[src/rtl/ehc_map.vh]
// Register map, field positions and timing counts for the check-unit host controller
`ifndef EHC_MAP_VH
`define EHC_MAP_VH

// -------------------------------------------------
// Register offsets (byte addresses, 8-bit address)
// -------------------------------------------------
`define EHC_REG_CTRL 8'h00
`define EHC_REG_WDATA 8'h04
`define EHC_REG_RDATA 8'h08
`define EHC_REG_STATUS 8'h0c
`define EHC_REG_SYND 8'h10
`define EHC_REG_CLEAR 8'h14

// -------------------------------------------------
// Field positions
// -------------------------------------------------
`define EHC_CTRL_WRITE 0
`define EHC_CTRL_READ 1
`define EHC_CTRL_ADDR_LO 4
`define EHC_CTRL_ADDR_HI 7
`define EHC_ST_BUSY 0
`define EHC_ST_CLEAN 1
`define EHC_ST_FIXED 2
`define EHC_ST_UNCORR 3
`define EHC_ST_SFLAG 4
`define EHC_ST_MFLAG 5
`define EHC_ST_CBONLY 6
`define EHC_CLEAR_UNCORR 0

// -------------------------------------------------
// Sizes and reset values
// -------------------------------------------------
`define EHC_DW 32
`define EHC_CW 7
`define EHC_AW 4
`define EHC_DEPTH 16
`define EHC_SYND_RESET 7'h7f

// -------------------------------------------------
// Timing
// -------------------------------------------------
`define EHC_CLK_MHZ 25
`define EHC_SETTLE_NS 40
`define EHC_SETTLE_CYC (((`EHC_SETTLE_NS * `EHC_CLK_MHZ) + 999) / 1000)

`endif

[src/rtl/ehc_mem.v]
// Word store holding data and check bits side by side
`include "ehc_map.vh"

module ehc_mem (
   // Clock
   input wire core_clk,
   // Write side
   input wire wr_en,
   input wire [`EHC_AW-1:0] wr_addr,
   input wire [`EHC_DW+`EHC_CW-1:0] wr_word,
   // Read side
   input wire [`EHC_AW-1:0] rd_addr,
   output reg [`EHC_DW+`EHC_CW-1:0] rd_word
);

   reg [`EHC_DW+`EHC_CW-1:0] store [0:`EHC_DEPTH-1];

   // -------------------------------------------------
   // Synchronous write, registered read
   // -------------------------------------------------
   always @(posedge core_clk) begin
      if (wr_en) begin
         store[wr_addr] <= wr_word;
      end
      rd_word <= store[rd_addr];
   end

endmodule

[src/rtl/ehc_ctrl.v]
// Host controller that drives the 32-bit check and correct unit through its pins
// Functional notes
// - Host stores the seven check bits with the data word for later reads.
// - Three or more bad bits give an unreliable classification.
// - Host uses read data directly only when both flags are high.
// - Single flag low, multiple high: host runs the correction sequence first.
// - Both flags low: host marks word uncorrectable and raises an interrupt.
`include "ehc_map.vh"

module ehc_ctrl (
   // Clock and reset
   input wire core_clk,
   input wire srst,
   // Software port
   input wire [7:0] sw_addr,
   input wire [31:0] sw_wdata,
   input wire sw_wr,
   input wire sw_rd,
   output reg [31:0] sw_rdata,
   // Uncorrectable word indication
   output reg uncorr_irq,
   // Unit controls
   output reg mode_select_high,
   output reg mode_select_low,
   output reg output_latch_enable_n,
   output reg data_out_enable_n,
   output reg check_out_enable_n,
   // Unit flags
   input wire single_fault_flag_n,
   input wire multi_fault_flag_n,
   // Data bus pin
   input wire [`EHC_DW-1:0] data_bus_in,
   output reg [`EHC_DW-1:0] data_bus_out,
   output reg data_bus_oe,
   // Check bus pin
   input wire [`EHC_CW-1:0] check_bus_in,
   output reg [`EHC_CW-1:0] check_bus_out,
   output reg check_bus_oe
);

   // -------------------------------------------------
   // States and constants
   // -------------------------------------------------
   localparam [3:0] S_IDLE = 4'h0;
   localparam [3:0] S_WR_DRIVE = 4'h1;
   localparam [3:0] S_WR_WAIT = 4'h2;
   localparam [3:0] S_WR_STORE = 4'h3;
   localparam [3:0] S_RD_FETCH = 4'h4;
   localparam [3:0] S_RD_DRIVE = 4'h5;
   localparam [3:0] S_RD_WAIT = 4'h6;
   localparam [3:0] S_RD_FLAG = 4'h7;
   localparam [3:0] S_CO_LATCH = 4'h8;
   localparam [3:0] S_CO_TURN = 4'h9;
   localparam [3:0] S_CO_WAIT = 4'ha;
   localparam [3:0] S_CO_TAKE = 4'hb;
   localparam [3:0] S_DONE = 4'hc;
   localparam integer SETTLE = `EHC_SETTLE_CYC;

   reg [3:0] state;
   reg [3:0] cnt;
   reg [`EHC_AW-1:0] addr;
   reg [`EHC_DW-1:0] wdata;
   reg [`EHC_DW-1:0] rdata;
   reg [`EHC_CW-1:0] synd;
   reg [`EHC_DW-1:0] mem_data;
   reg st_clean;
   reg st_fixed;
   reg st_cbonly;
   reg st_sflag;
   reg st_mflag;
   reg mem_wr;
   wire [`EHC_DW+`EHC_CW-1:0] mem_word;
   wire busy;
   wire clr_uncorr;
   reg set_uncorr;

   // Wait counter reached the settle time
   function settled;
      input [3:0] c;
      begin
         settled = ({28'h000_0000, c} + 32'h0000_0001 >= SETTLE);
      end
   endfunction

   assign busy = (state != S_IDLE);
   assign clr_uncorr = sw_wr && (sw_addr == `EHC_REG_CLEAR) && sw_wdata[`EHC_CLEAR_UNCORR];

   // -------------------------------------------------
   // Word store
   // -------------------------------------------------
   ehc_mem u_mem (
      .core_clk(core_clk),
      .wr_en(mem_wr),
      .wr_addr(addr),
      .wr_word({check_bus_in, wdata}),
      .rd_addr(addr),
      .rd_word(mem_word)
   );

   // -------------------------------------------------
   // Sequencer
   // -------------------------------------------------
   always @(posedge core_clk) begin
      if (srst) begin
         state <= S_IDLE;
         cnt <= 4'h0;
         addr <= {`EHC_AW{1'b0}};
         wdata <= {`EHC_DW{1'b0}};
         rdata <= {`EHC_DW{1'b0}};
         synd <= `EHC_SYND_RESET;
         mem_data <= {`EHC_DW{1'b0}};
         st_clean <= 1'b0;
         st_fixed <= 1'b0;
         st_cbonly <= 1'b0;
         st_sflag <= 1'b1;
         st_mflag <= 1'b1;
         mem_wr <= 1'b0;
         set_uncorr <= 1'b0;
         mode_select_high <= 1'b1;
         mode_select_low <= 1'b0;
         output_latch_enable_n <= 1'b0;
         data_out_enable_n <= 1'b1;
         check_out_enable_n <= 1'b1;
         data_bus_out <= {`EHC_DW{1'b0}};
         data_bus_oe <= 1'b0;
         check_bus_out <= {`EHC_CW{1'b0}};
         check_bus_oe <= 1'b0;
      end else begin
         mem_wr <= 1'b0;
         set_uncorr <= 1'b0;
         case (state)
            S_IDLE: begin
               if (sw_wr && sw_addr == `EHC_REG_WDATA) begin
                  wdata <= sw_wdata;
               end
               if (sw_wr && sw_addr == `EHC_REG_CTRL) begin
                  addr <= sw_wdata[`EHC_CTRL_ADDR_HI:`EHC_CTRL_ADDR_LO];
                  if (sw_wdata[`EHC_CTRL_WRITE]) begin
                     state <= S_WR_DRIVE;
                  end else if (sw_wdata[`EHC_CTRL_READ]) begin
                     state <= S_RD_FETCH;
                  end
               end
            end
            S_WR_DRIVE: begin
               // Write mode: unit takes data, drives check bits
               mode_select_high <= 1'b0;
               mode_select_low <= 1'b0;
               check_out_enable_n <= 1'b0;
               data_bus_out <= wdata;
               data_bus_oe <= 1'b1;
               cnt <= 4'h0;
               state <= S_WR_WAIT;
            end
            S_WR_WAIT: begin
               cnt <= cnt + 4'h1;
               if (settled(cnt)) begin
                  mem_wr <= 1'b1;
                  state <= S_WR_STORE;
               end
            end
            S_WR_STORE: begin
               check_out_enable_n <= 1'b1;
               data_bus_oe <= 1'b0;
               mode_select_high <= 1'b1;
               state <= S_IDLE;
            end
            S_RD_FETCH: begin
               state <= S_RD_DRIVE;
            end
            S_RD_DRIVE: begin
               // Read and flag: both buses are unit inputs
               mode_select_high <= 1'b1;
               mode_select_low <= 1'b0;
               output_latch_enable_n <= 1'b0;
               data_bus_out <= mem_word[`EHC_DW-1:0];
               check_bus_out <= mem_word[`EHC_DW+`EHC_CW-1:`EHC_DW];
               mem_data <= mem_word[`EHC_DW-1:0];
               data_bus_oe <= 1'b1;
               check_bus_oe <= 1'b1;
               cnt <= 4'h0;
               state <= S_RD_WAIT;
            end
            S_RD_WAIT: begin
               cnt <= cnt + 4'h1;
               if (settled(cnt)) begin
                  state <= S_RD_FLAG;
               end
            end
            S_RD_FLAG: begin
               st_sflag <= single_fault_flag_n;
               st_mflag <= multi_fault_flag_n;
               st_clean <= 1'b0;
               st_fixed <= 1'b0;
               st_cbonly <= 1'b0;
               synd <= `EHC_SYND_RESET;
               if (single_fault_flag_n && multi_fault_flag_n) begin
                  rdata <= mem_data;
                  st_clean <= 1'b1;
                  state <= S_DONE;
               end else if (multi_fault_flag_n) begin
                  state <= S_CO_LATCH;
               end else begin
                  set_uncorr <= 1'b1;
                  state <= S_DONE;
               end
            end
            S_CO_LATCH: begin
               // Latch the read word inside the unit
               mode_select_low <= 1'b1;
               output_latch_enable_n <= 1'b0;
               state <= S_CO_TURN;
            end
            S_CO_TURN: begin
               data_bus_oe <= 1'b0;
               check_bus_oe <= 1'b0;
               state <= S_CO_WAIT;
               cnt <= 4'h0;
            end
            S_CO_WAIT: begin
               data_out_enable_n <= 1'b0;
               check_out_enable_n <= 1'b0;
               cnt <= cnt + 4'h1;
               if (settled(cnt)) begin
                  state <= S_CO_TAKE;
               end
            end
            S_CO_TAKE: begin
               rdata <= data_bus_in;
               synd <= check_bus_in;
               st_fixed <= 1'b1;
               st_cbonly <= (data_bus_in == mem_data);
               data_out_enable_n <= 1'b1;
               check_out_enable_n <= 1'b1;
               state <= S_DONE;
            end
            S_DONE: begin
               data_bus_oe <= 1'b0;
               check_bus_oe <= 1'b0;
               mode_select_high <= 1'b1;
               mode_select_low <= 1'b0;
               state <= S_IDLE;
            end
            default: begin
               state <= S_IDLE;
            end
         endcase
      end
   end

   // -------------------------------------------------
   // Uncorrectable indication, set wins over clear
   // -------------------------------------------------
   always @(posedge core_clk) begin
      if (srst) begin
         uncorr_irq <= 1'b0;
      end else if (set_uncorr) begin
         uncorr_irq <= 1'b1;
      end else if (clr_uncorr) begin
         uncorr_irq <= 1'b0;
      end
   end

   // -------------------------------------------------
   // Register read port
   // -------------------------------------------------
   always @(posedge core_clk) begin
      if (srst) begin
         sw_rdata <= 32'h0000_0000;
      end else if (sw_rd) begin
         case (sw_addr)
            `EHC_REG_CTRL: sw_rdata <= {24'h00_0000, addr, 4'h0};
            `EHC_REG_WDATA: sw_rdata <= wdata;
            `EHC_REG_RDATA: sw_rdata <= rdata;
            `EHC_REG_STATUS: sw_rdata <= {25'h000_0000, st_cbonly, st_mflag, st_sflag, uncorr_irq,
                                          st_fixed, st_clean, busy};
            `EHC_REG_SYND: sw_rdata <= {25'h000_0000, synd};
            default: sw_rdata <= 32'h0000_0000;
         endcase
      end else begin
         sw_rdata <= 32'h0000_0000;
      end
   end

endmodule

[config.mk]
export PLATFORM = sky130hd
export DESIGN_NAME = ehc_ctrl
export DESIGN_NICKNAME = d
export VERILOG_FILES = /design/src/rtl/ehc_mem.v /design/src/rtl/ehc_ctrl.v
export VERILOG_INCLUDE_DIRS = /design/src /design/src/rtl
export SDC_FILE = /design/constraint.sdc
export NUM_CORES = 1
export LEC_CHECK = 0
export ABC_AREA = 1
export BUFFER_PORTS_ARGS = -buffer_cell sky130_fd_sc_hd__buf_4
export CAP_MARGIN = 20
export CORE_ASPECT_RATIO = 1.25
export CORE_MARGIN = 2
export CORE_UTILIZATION = 33
export CTS_CLUSTER_DIAMETER = 120
export DETAILED_ROUTE_END_ITERATION = 10
export GPL_TIMING_DRIVEN = 0
export PLACE_DENSITY = 0.47
export REMOVE_ABC_BUFFERS = 1
export SLEW_MARGIN = 25
export SYNTH_ARGS = -nofsm -noshare
export SYNTH_HDL_FRONTEND = slang
export SYNTH_HIERARCHICAL = 1
export SYNTH_SLANG_ARGS = --single-unit
[constraint.sdc]
create_clock -name core_clk -period 6.7 [get_ports core_clk]
set_clock_uncertainty 0.1 [all_clocks]
set_input_delay 2.01 -clock core_clk [delete_from_list [all_inputs] [get_ports core_clk]]
set_output_delay 2.01 -clock core_clk [all_outputs]
set_load 0.02 [all_outputs]
# Word level (Yosys, flattened, before mapping)
# Memory sizes are Yosys's and may differ from the RTL's. A register that Yosys moved wholly into a read port is not among the register bits.
# Index checks and enable logic that the tools add are counted.
# op_classes
addsub	2
mul	0
n_div	0
magnitude_cmp	1
eq_ne	24
shift	0
n_mux	30
bitwise	3
n_reduce_logical	34
# ops
cell	count
$pmux W32 S5	1
$pmux W32 S2	2
$pmux W4 S11	1
$eq A32 B32 Y1	1
$mux W32	1
$mux W4	6
$eq A4 B4 Y1 const B	5
$reduce_bool A2 Y1	10
$reduce_or A3 Y1	6
$eq A4 B3 Y1 const B	4
$eq A8 B4 Y1 const B	2
$eq A8 B5 Y1 const B	2
$pmux W1 S2	8
$pmux W7 S2	1
$reduce_or A2 Y1	6
$ne A2 B2 Y1 const B	5
$eq A4 B2 Y1 const B	2
$eq A8 B3 Y1 const B	1
$logic_not A8 Y1	1
$pmux W4 S2	1
$mux W1	7
$mux W3	2
$reduce_and A2 Y1	3
$add A4 B1 Y5 const B	1
other kinds (9)	15
# totals
ff_bits	200
latchBits	0
ramBits	624
romBits	0
input_bits	85
output_inout_bits	79
word_cells	119
mem_count	1
# mem_list
name	words	word_bits	read_ports	rd_ports_with_merged_regs	wr	line	source
u_mem.store	16	39	1	1	1	ehc_mem.v:16	reg [`EHC_DW+`EHC_CW-1:0] store [0:`EHC_DEPTH-1];

# Longest topological paths before layout
# depth
depth_word	5
depth_mapped	11
ltp_nobuf	11

# Cells and area by module
# The synthesis kept the hierarchy.
# by_module_without_submodules
mod	instances	cells_per_inst	area_per_inst_um2	seq_area_each_um2
ehc_mem	1	2577	27579.0	19518.7
ehc_ctrl	1	1125	8299.2	4003.8

# Least setup slack after synthesis
# Ideal clock, no wire load.
# synth_timing
path_kind	in2reg
from	in sw_addr[0]
to	reg wdata[2]
setup_time_ns	0.116
arrival_time_ns	3.162
t_required_ns	6.484
slack_ns	3.322
path_stages	10
path_buffers	2
cell_sequence	inv_1 -> nand2_1 -> nor2_2 -> nand2_1 -> nor2_4 -> nand2_1 -> buf_2 -> buf_2 -> o21ai_0 -> nor2_1
# synth_between
elab_chain_len	3
# synth_rtl
element	line	source
from (decl)	ehc_ctrl.v:15	input wire [7:0] sw_addr,
$eq A8 B3 Y1	--	
$logic_and A1 B1 Y1 (no source line)	--	
$reduce_and A2 Y1 (no source line)	--	
to (signal assigned)	ehc_ctrl.v:108	wdata <= {`EHC_DW{1'b0}};
to (signal assigned)	ehc_ctrl.v:134	wdata <= sw_wdata;
to (decl)	ehc_ctrl.v:62	reg [`EHC_DW-1:0] wdata;
# Every way passes these cells.
# A chain may end at the register's enable or synchronous reset.

# Worst setup path after layout
# layout_timing
from	in sw_addr[7]
to	reg sw_rdata[15]
# layout_between
elab_chain_len	2
elab_cells_between_ends	6
cone_classes	eq/ne (4); mux (1); reduce/logical (1)
# layout_rtl
element	line	source
$eq A8 B5 Y1 (tied with other cells)	ehc_ctrl.v:271	case (sw_addr)
$pmux W32 S5 *	ehc_ctrl.v:271	
to (signal assigned)	ehc_ctrl.v:272	`EHC_REG_CTRL: sw_rdata <= {24'h00_0000, addr, 4'h0};
to (signal assigned)	ehc_ctrl.v:273	`EHC_REG_WDATA: sw_rdata <= wdata;
to (signal assigned)	ehc_ctrl.v:274	`EHC_REG_RDATA: sw_rdata <= rdata;
to (decl)	ehc_ctrl.v:19	output reg [31:0] sw_rdata,
# Mark *: on every way between the ends. The rest lies on a longest branch, timed or not.

==> results.md <==
- The flow ran to the end, and the final reports show no timing, DRC or antenna violations.
- The first global-routing pass estimated 164400 um of wire.
- The proportion of layout cells with a drive suffix above 1 is between 10% and 20%.
- In this run the worst hold path is classified as reg -> reg.
- The worst hold path begins at set_uncorr.
- Once the clock tree was built, the resizer swapped 0 gates to a different size.
- The global routing usage on met2 is between 30% and 40%.
- Walking the worst path, the cells encountered are buf_4 > nor2_1 > nand3_1 > nor2_4 > nand2_1 > inv_2 > nand2_1 > o21ai_0 > nand2_1 > inv_1.
- The total inserted antenna cells is 0.
- The first-iteration detailed-routing DRC count is 1779.
- STA classifies the critical path startpoint as a primary input.
- The count of pins on the block boundary is 164.
- The root cell of the clock tree is sky130_fd_sc_hd__clkbuf_16.
- Summed over all cells, the static leakage comes to roughly 18 nW.
- The area of the die is between 0.1 and 0.15 mm^2.
- The total of hold buffers inserted after clock tree synthesis is 0.
- The startpoint of the most critical setup path is sw_addr[7].
- The relative max-transition margin is 31.84%.
- In the global route stage, met3 resource usage came out at 2.369%.
- The global router's overall resource usage is roughly a fifth.
- The worst hold path passes through 2 cells.
- The busiest metal layer after global routing is met2.
- Dividing total power by cell area gives a power density of 268.5 mW/mm^2.
- The filler cells instantiated in the layout total 10620.
- Once the floorplan was initialized, standard cells occupied 33.19% of the core.
- The height of the die is 372.7 um.
- Counting stages on the worst path, the most repeated cell is sky130_fd_sc_hd__nand2_1.
- Clock-pin slew was measured on the worst setup and hold paths at approximately 60 ps.
- The post-CTS repair timing setup buffer count is 0.
- In this run, synthesis produced a sequential element count of 863.
- The via count of the first global-routing pass is between 20000 and 25000.
- The minimum period implied by the final worst setup slack is 4268 ps.
- The post-synthesis cell type count is 37.
- The capture endpoint of the worst hold path is uncorr_irq.
- The met1 global-route usage is 27.29%.
- Setup violations remaining at the end of the flow were counted as 0.
- The final hold violation count was 0.
- The layout overhead on the synthesized area is 20.45%.
- The number of instances in the synthesized netlist is 3702.
- The arrival time of data at the critical path endpoint is approximately 4800 ps.
- After detailed routing, the average wire length per cell comes to 20.89 um.
- The number of warnings issued by yosys is 6.
- Entering global routing, the biggest net connects 125 pins.
- After synthesis, flip-flops and latches occupy 65.56% of the total area.
- Input and output buffers added on the ports amount to roughly 160.
- The type of the setup path with the least slack is in -> reg.
- The congestion estimate from routability-driven global placement came to 0.7490.
- The flop-to-flop setup slack is 3510 ps.
- The number of vias after detailed routing is 25570.
- The number of CTS-inserted buffers is 94.
- The top fanout value on the critical path is 29.
- The largest incremental delay on the critical path is 830 ps.
- The synthesized netlist occupies a cell area of 0.03588 mm^2.
- The H-tree depth is 3.
- The design draws 11.60 mW.
- Cells fill 39.98% of the core in the end.
- The average cell area after synthesis is 9.692 um^2.
- The worst setup slack before clock tree synthesis is 1718 ps.
- The total count of max-transition violations in the final report is 0.
- The endpoint of the most critical register-to-register path is u_mem/store[2][8].
- The final worst slack is 2432 ps.
- Detailed placement ended at an HPWL of 68800 um.
- The clock passes through at most 3 buffers.
- The detail route stage leaves a number of antenna-violating nets equal to 0.
- After layout, the worst path uses 63.70% of the clock period.
- The number of vias per cell after detailed routing is 4.768.
- The count of standard-cell rows is between 100 and 150.
- The worst setup path is captured at a flop.
- The aggregate routed wire length is 112000 um.
- For the worst-skew pair, the clock arrives at the later sink with an insertion delay of between 600 and 700 ps.
- The net count of the finished layout is 3941.
- The CTS sink count is approximately 860.
- The residual DRC count is 0.
- The data required time of the critical path is 7210 ps.
- Across the run, the number of max-cap violations was 0.
- The number of antenna violations at the first check in global routing was 2.
- The worst reg2reg path depth is 7.
- The global route total overflow is 0.
- The slowest stage of the critical path is the sky130_fd_sc_hd__inv_2 cell.
- The die span in x is 298.9 um.
- The total area inside the core boundary comes to roughly 0.11 mm^2.
- The maximum resistive drop on vdd is 0.1622 mV.
- TritonCTS built the clock tree.
- The maximum clock rate is 0.2343 GHz.
- At the pin with the least slew margin, the transition time is 1021 ps.
- Setup repair after global routing left no endpoint under its margin.
- The first-pass detailed-route iteration total is 5.
- The launching point of the worst reg2reg path is addr[1].
-- flip-flops by register name, summed over array words and instances, names as in the netlist, 4 cells and up --
name and flops:
state 4, u_mem/rd_word 39, addr 4, u_mem/store 624, mem_data 32, cnt 4, sw_rdata 32, data_bus_out 32
wdata 32, synd 7, check_bus_out 7, rdata 32
-- through the flow --
stage	cell area, um^2	instances	hold slack [ps]	setup TNS [ps]
global placement	37850	5109	319.1	-5952330
detailed placement	40070	5191	328.3	0
floorplan	34830	3509	309.3	-727400
finish	43220	5363	338.0	0
global route	43220	5363	362.6	0
CTS	43220	5363	339.5	0
-- placed cells by master, fill, tap and decap left out, types with 7 or more instances in the layout --
cell type	count
sky130_fd_sc_hd__nand2_1	1132
sky130_fd_sc_hd__clkinv_2	18
sky130_fd_sc_hd__buf_16	53
sky130_fd_sc_hd__ha_1	7
sky130_fd_sc_hd__clkbuf_1	18
sky130_fd_sc_hd__clkbuf_8	22
sky130_fd_sc_hd__xnor2_1	11
sky130_fd_sc_hd__nor2_1	58
sky130_fd_sc_hd__buf_4	161
sky130_fd_sc_hd__nor2_4	20
sky130_fd_sc_hd__a31oi_1	65
sky130_fd_sc_hd__xor2_1	15
sky130_fd_sc_hd__inv_1	565
sky130_fd_sc_hd__a21oi_1	91
sky130_fd_sc_hd__o22ai_1	10
sky130_fd_sc_hd__nand3_1	522
sky130_fd_sc_hd__clkbuf_16	100
sky130_fd_sc_hd__nor3_1	7
sky130_fd_sc_hd__o21ai_0	78
sky130_fd_sc_hd__o21ai_1	30
sky130_fd_sc_hd__edfxtp_1	624
sky130_fd_sc_hd__buf_12	22
sky130_fd_sc_hd__dfxtp_1	235
-- report_power, final --
| part | internal (mW) | leakage, nW | switching (mW) | total (mW) |
|---|---|---|---|---|
| sequential | 5.71 | 7.47 | 0.0518 | 5.76 |
| combinational | 0.191 | 8.72 | 0.425 | 0.616 |
| clock | 3.08 | 1.57 | 2.14 | 5.23 |
-- logic make-up after synthesis --
logic type	synth area share [%]
simple gates	20.36
other cells	0.01045
flops	65.56
compound gates	4.216
buf+inv	8.973
xor+xnor	0.6347
fa+ha+maj	0.2441
-- cell type report --
class | count | area [um^2] | share of cell area [%]
Clock buffer | 141 | 2878 | 6.659
Clock inverter | 31 | 270.3 | 0.6254
Inverter | 578 | 2213 | 5.122
Multi-Input combinational cell | 2068 | 9305 | 21.53
Sequential cell | 863 | 23540 | 54.46
Tap cell | 1438 | 1799 | 4.163
Timing Repair Buffer | 244 | 3213 | 7.435
-- Yosys cell counts, drive strengths merged --
cell | count | share of area (%)
a211oi | 1 | 0.021
a21o | 1 | 0.021
a21oi | 91 | 1.3
a31o | 1 | 0.024
a31oi | 65 | 1.1
buf | 135 | 2.3
clkbuf | 58 | 0.61
conb | 1 | 0.010
dfxtp | 239 | 13
edfxtp | 624 | 52
ha | 7 | 0.24
inv | 578 | 6.1
nand2 | 1134 | 12
nand2b | 1 | 0.017
nand3 | 524 | 7.3
nand3b | 2 | 0.042
nand4 | 3 | 0.052
nor2 | 81 | 0.91
nor3 | 8 | 0.13
nor4 | 1 | 0.017
o211ai | 2 | 0.042
o21ai | 109 | 1.5
o22ai | 10 | 0.17
xnor2 | 11 | 0.27
xor2 | 15 | 0.37
-- worst max path at each step --
stage / to / slack (ps) / cells past startpoint
finish: sw_rdata[15] / 2430 / 10
global route: sw_rdata[15] / 2290 / 10
CTS: sw_rdata[7] / 2420 / 8
detailed placement: sw_rdata[7] / 1720 / 8
global placement: u_mem/rd_word[25] / -16130 / 6
floorplan: u_mem/rd_word[37] / -3160 / 6
-- critical path, delay by kind of cell --
family          cells  cell delay [ps]
simple gates        6             1580
buf+inv             3             1010
compound gates      1              150
-- layer usage --
metal,vias to the layer above,wire [um]
li1,12340,-
met4,0,2602
met2,747,53430
met3,153,5966
met5,-,0
met1,12330,50050
Note: power is estimated with default switching activity, not from simulation.
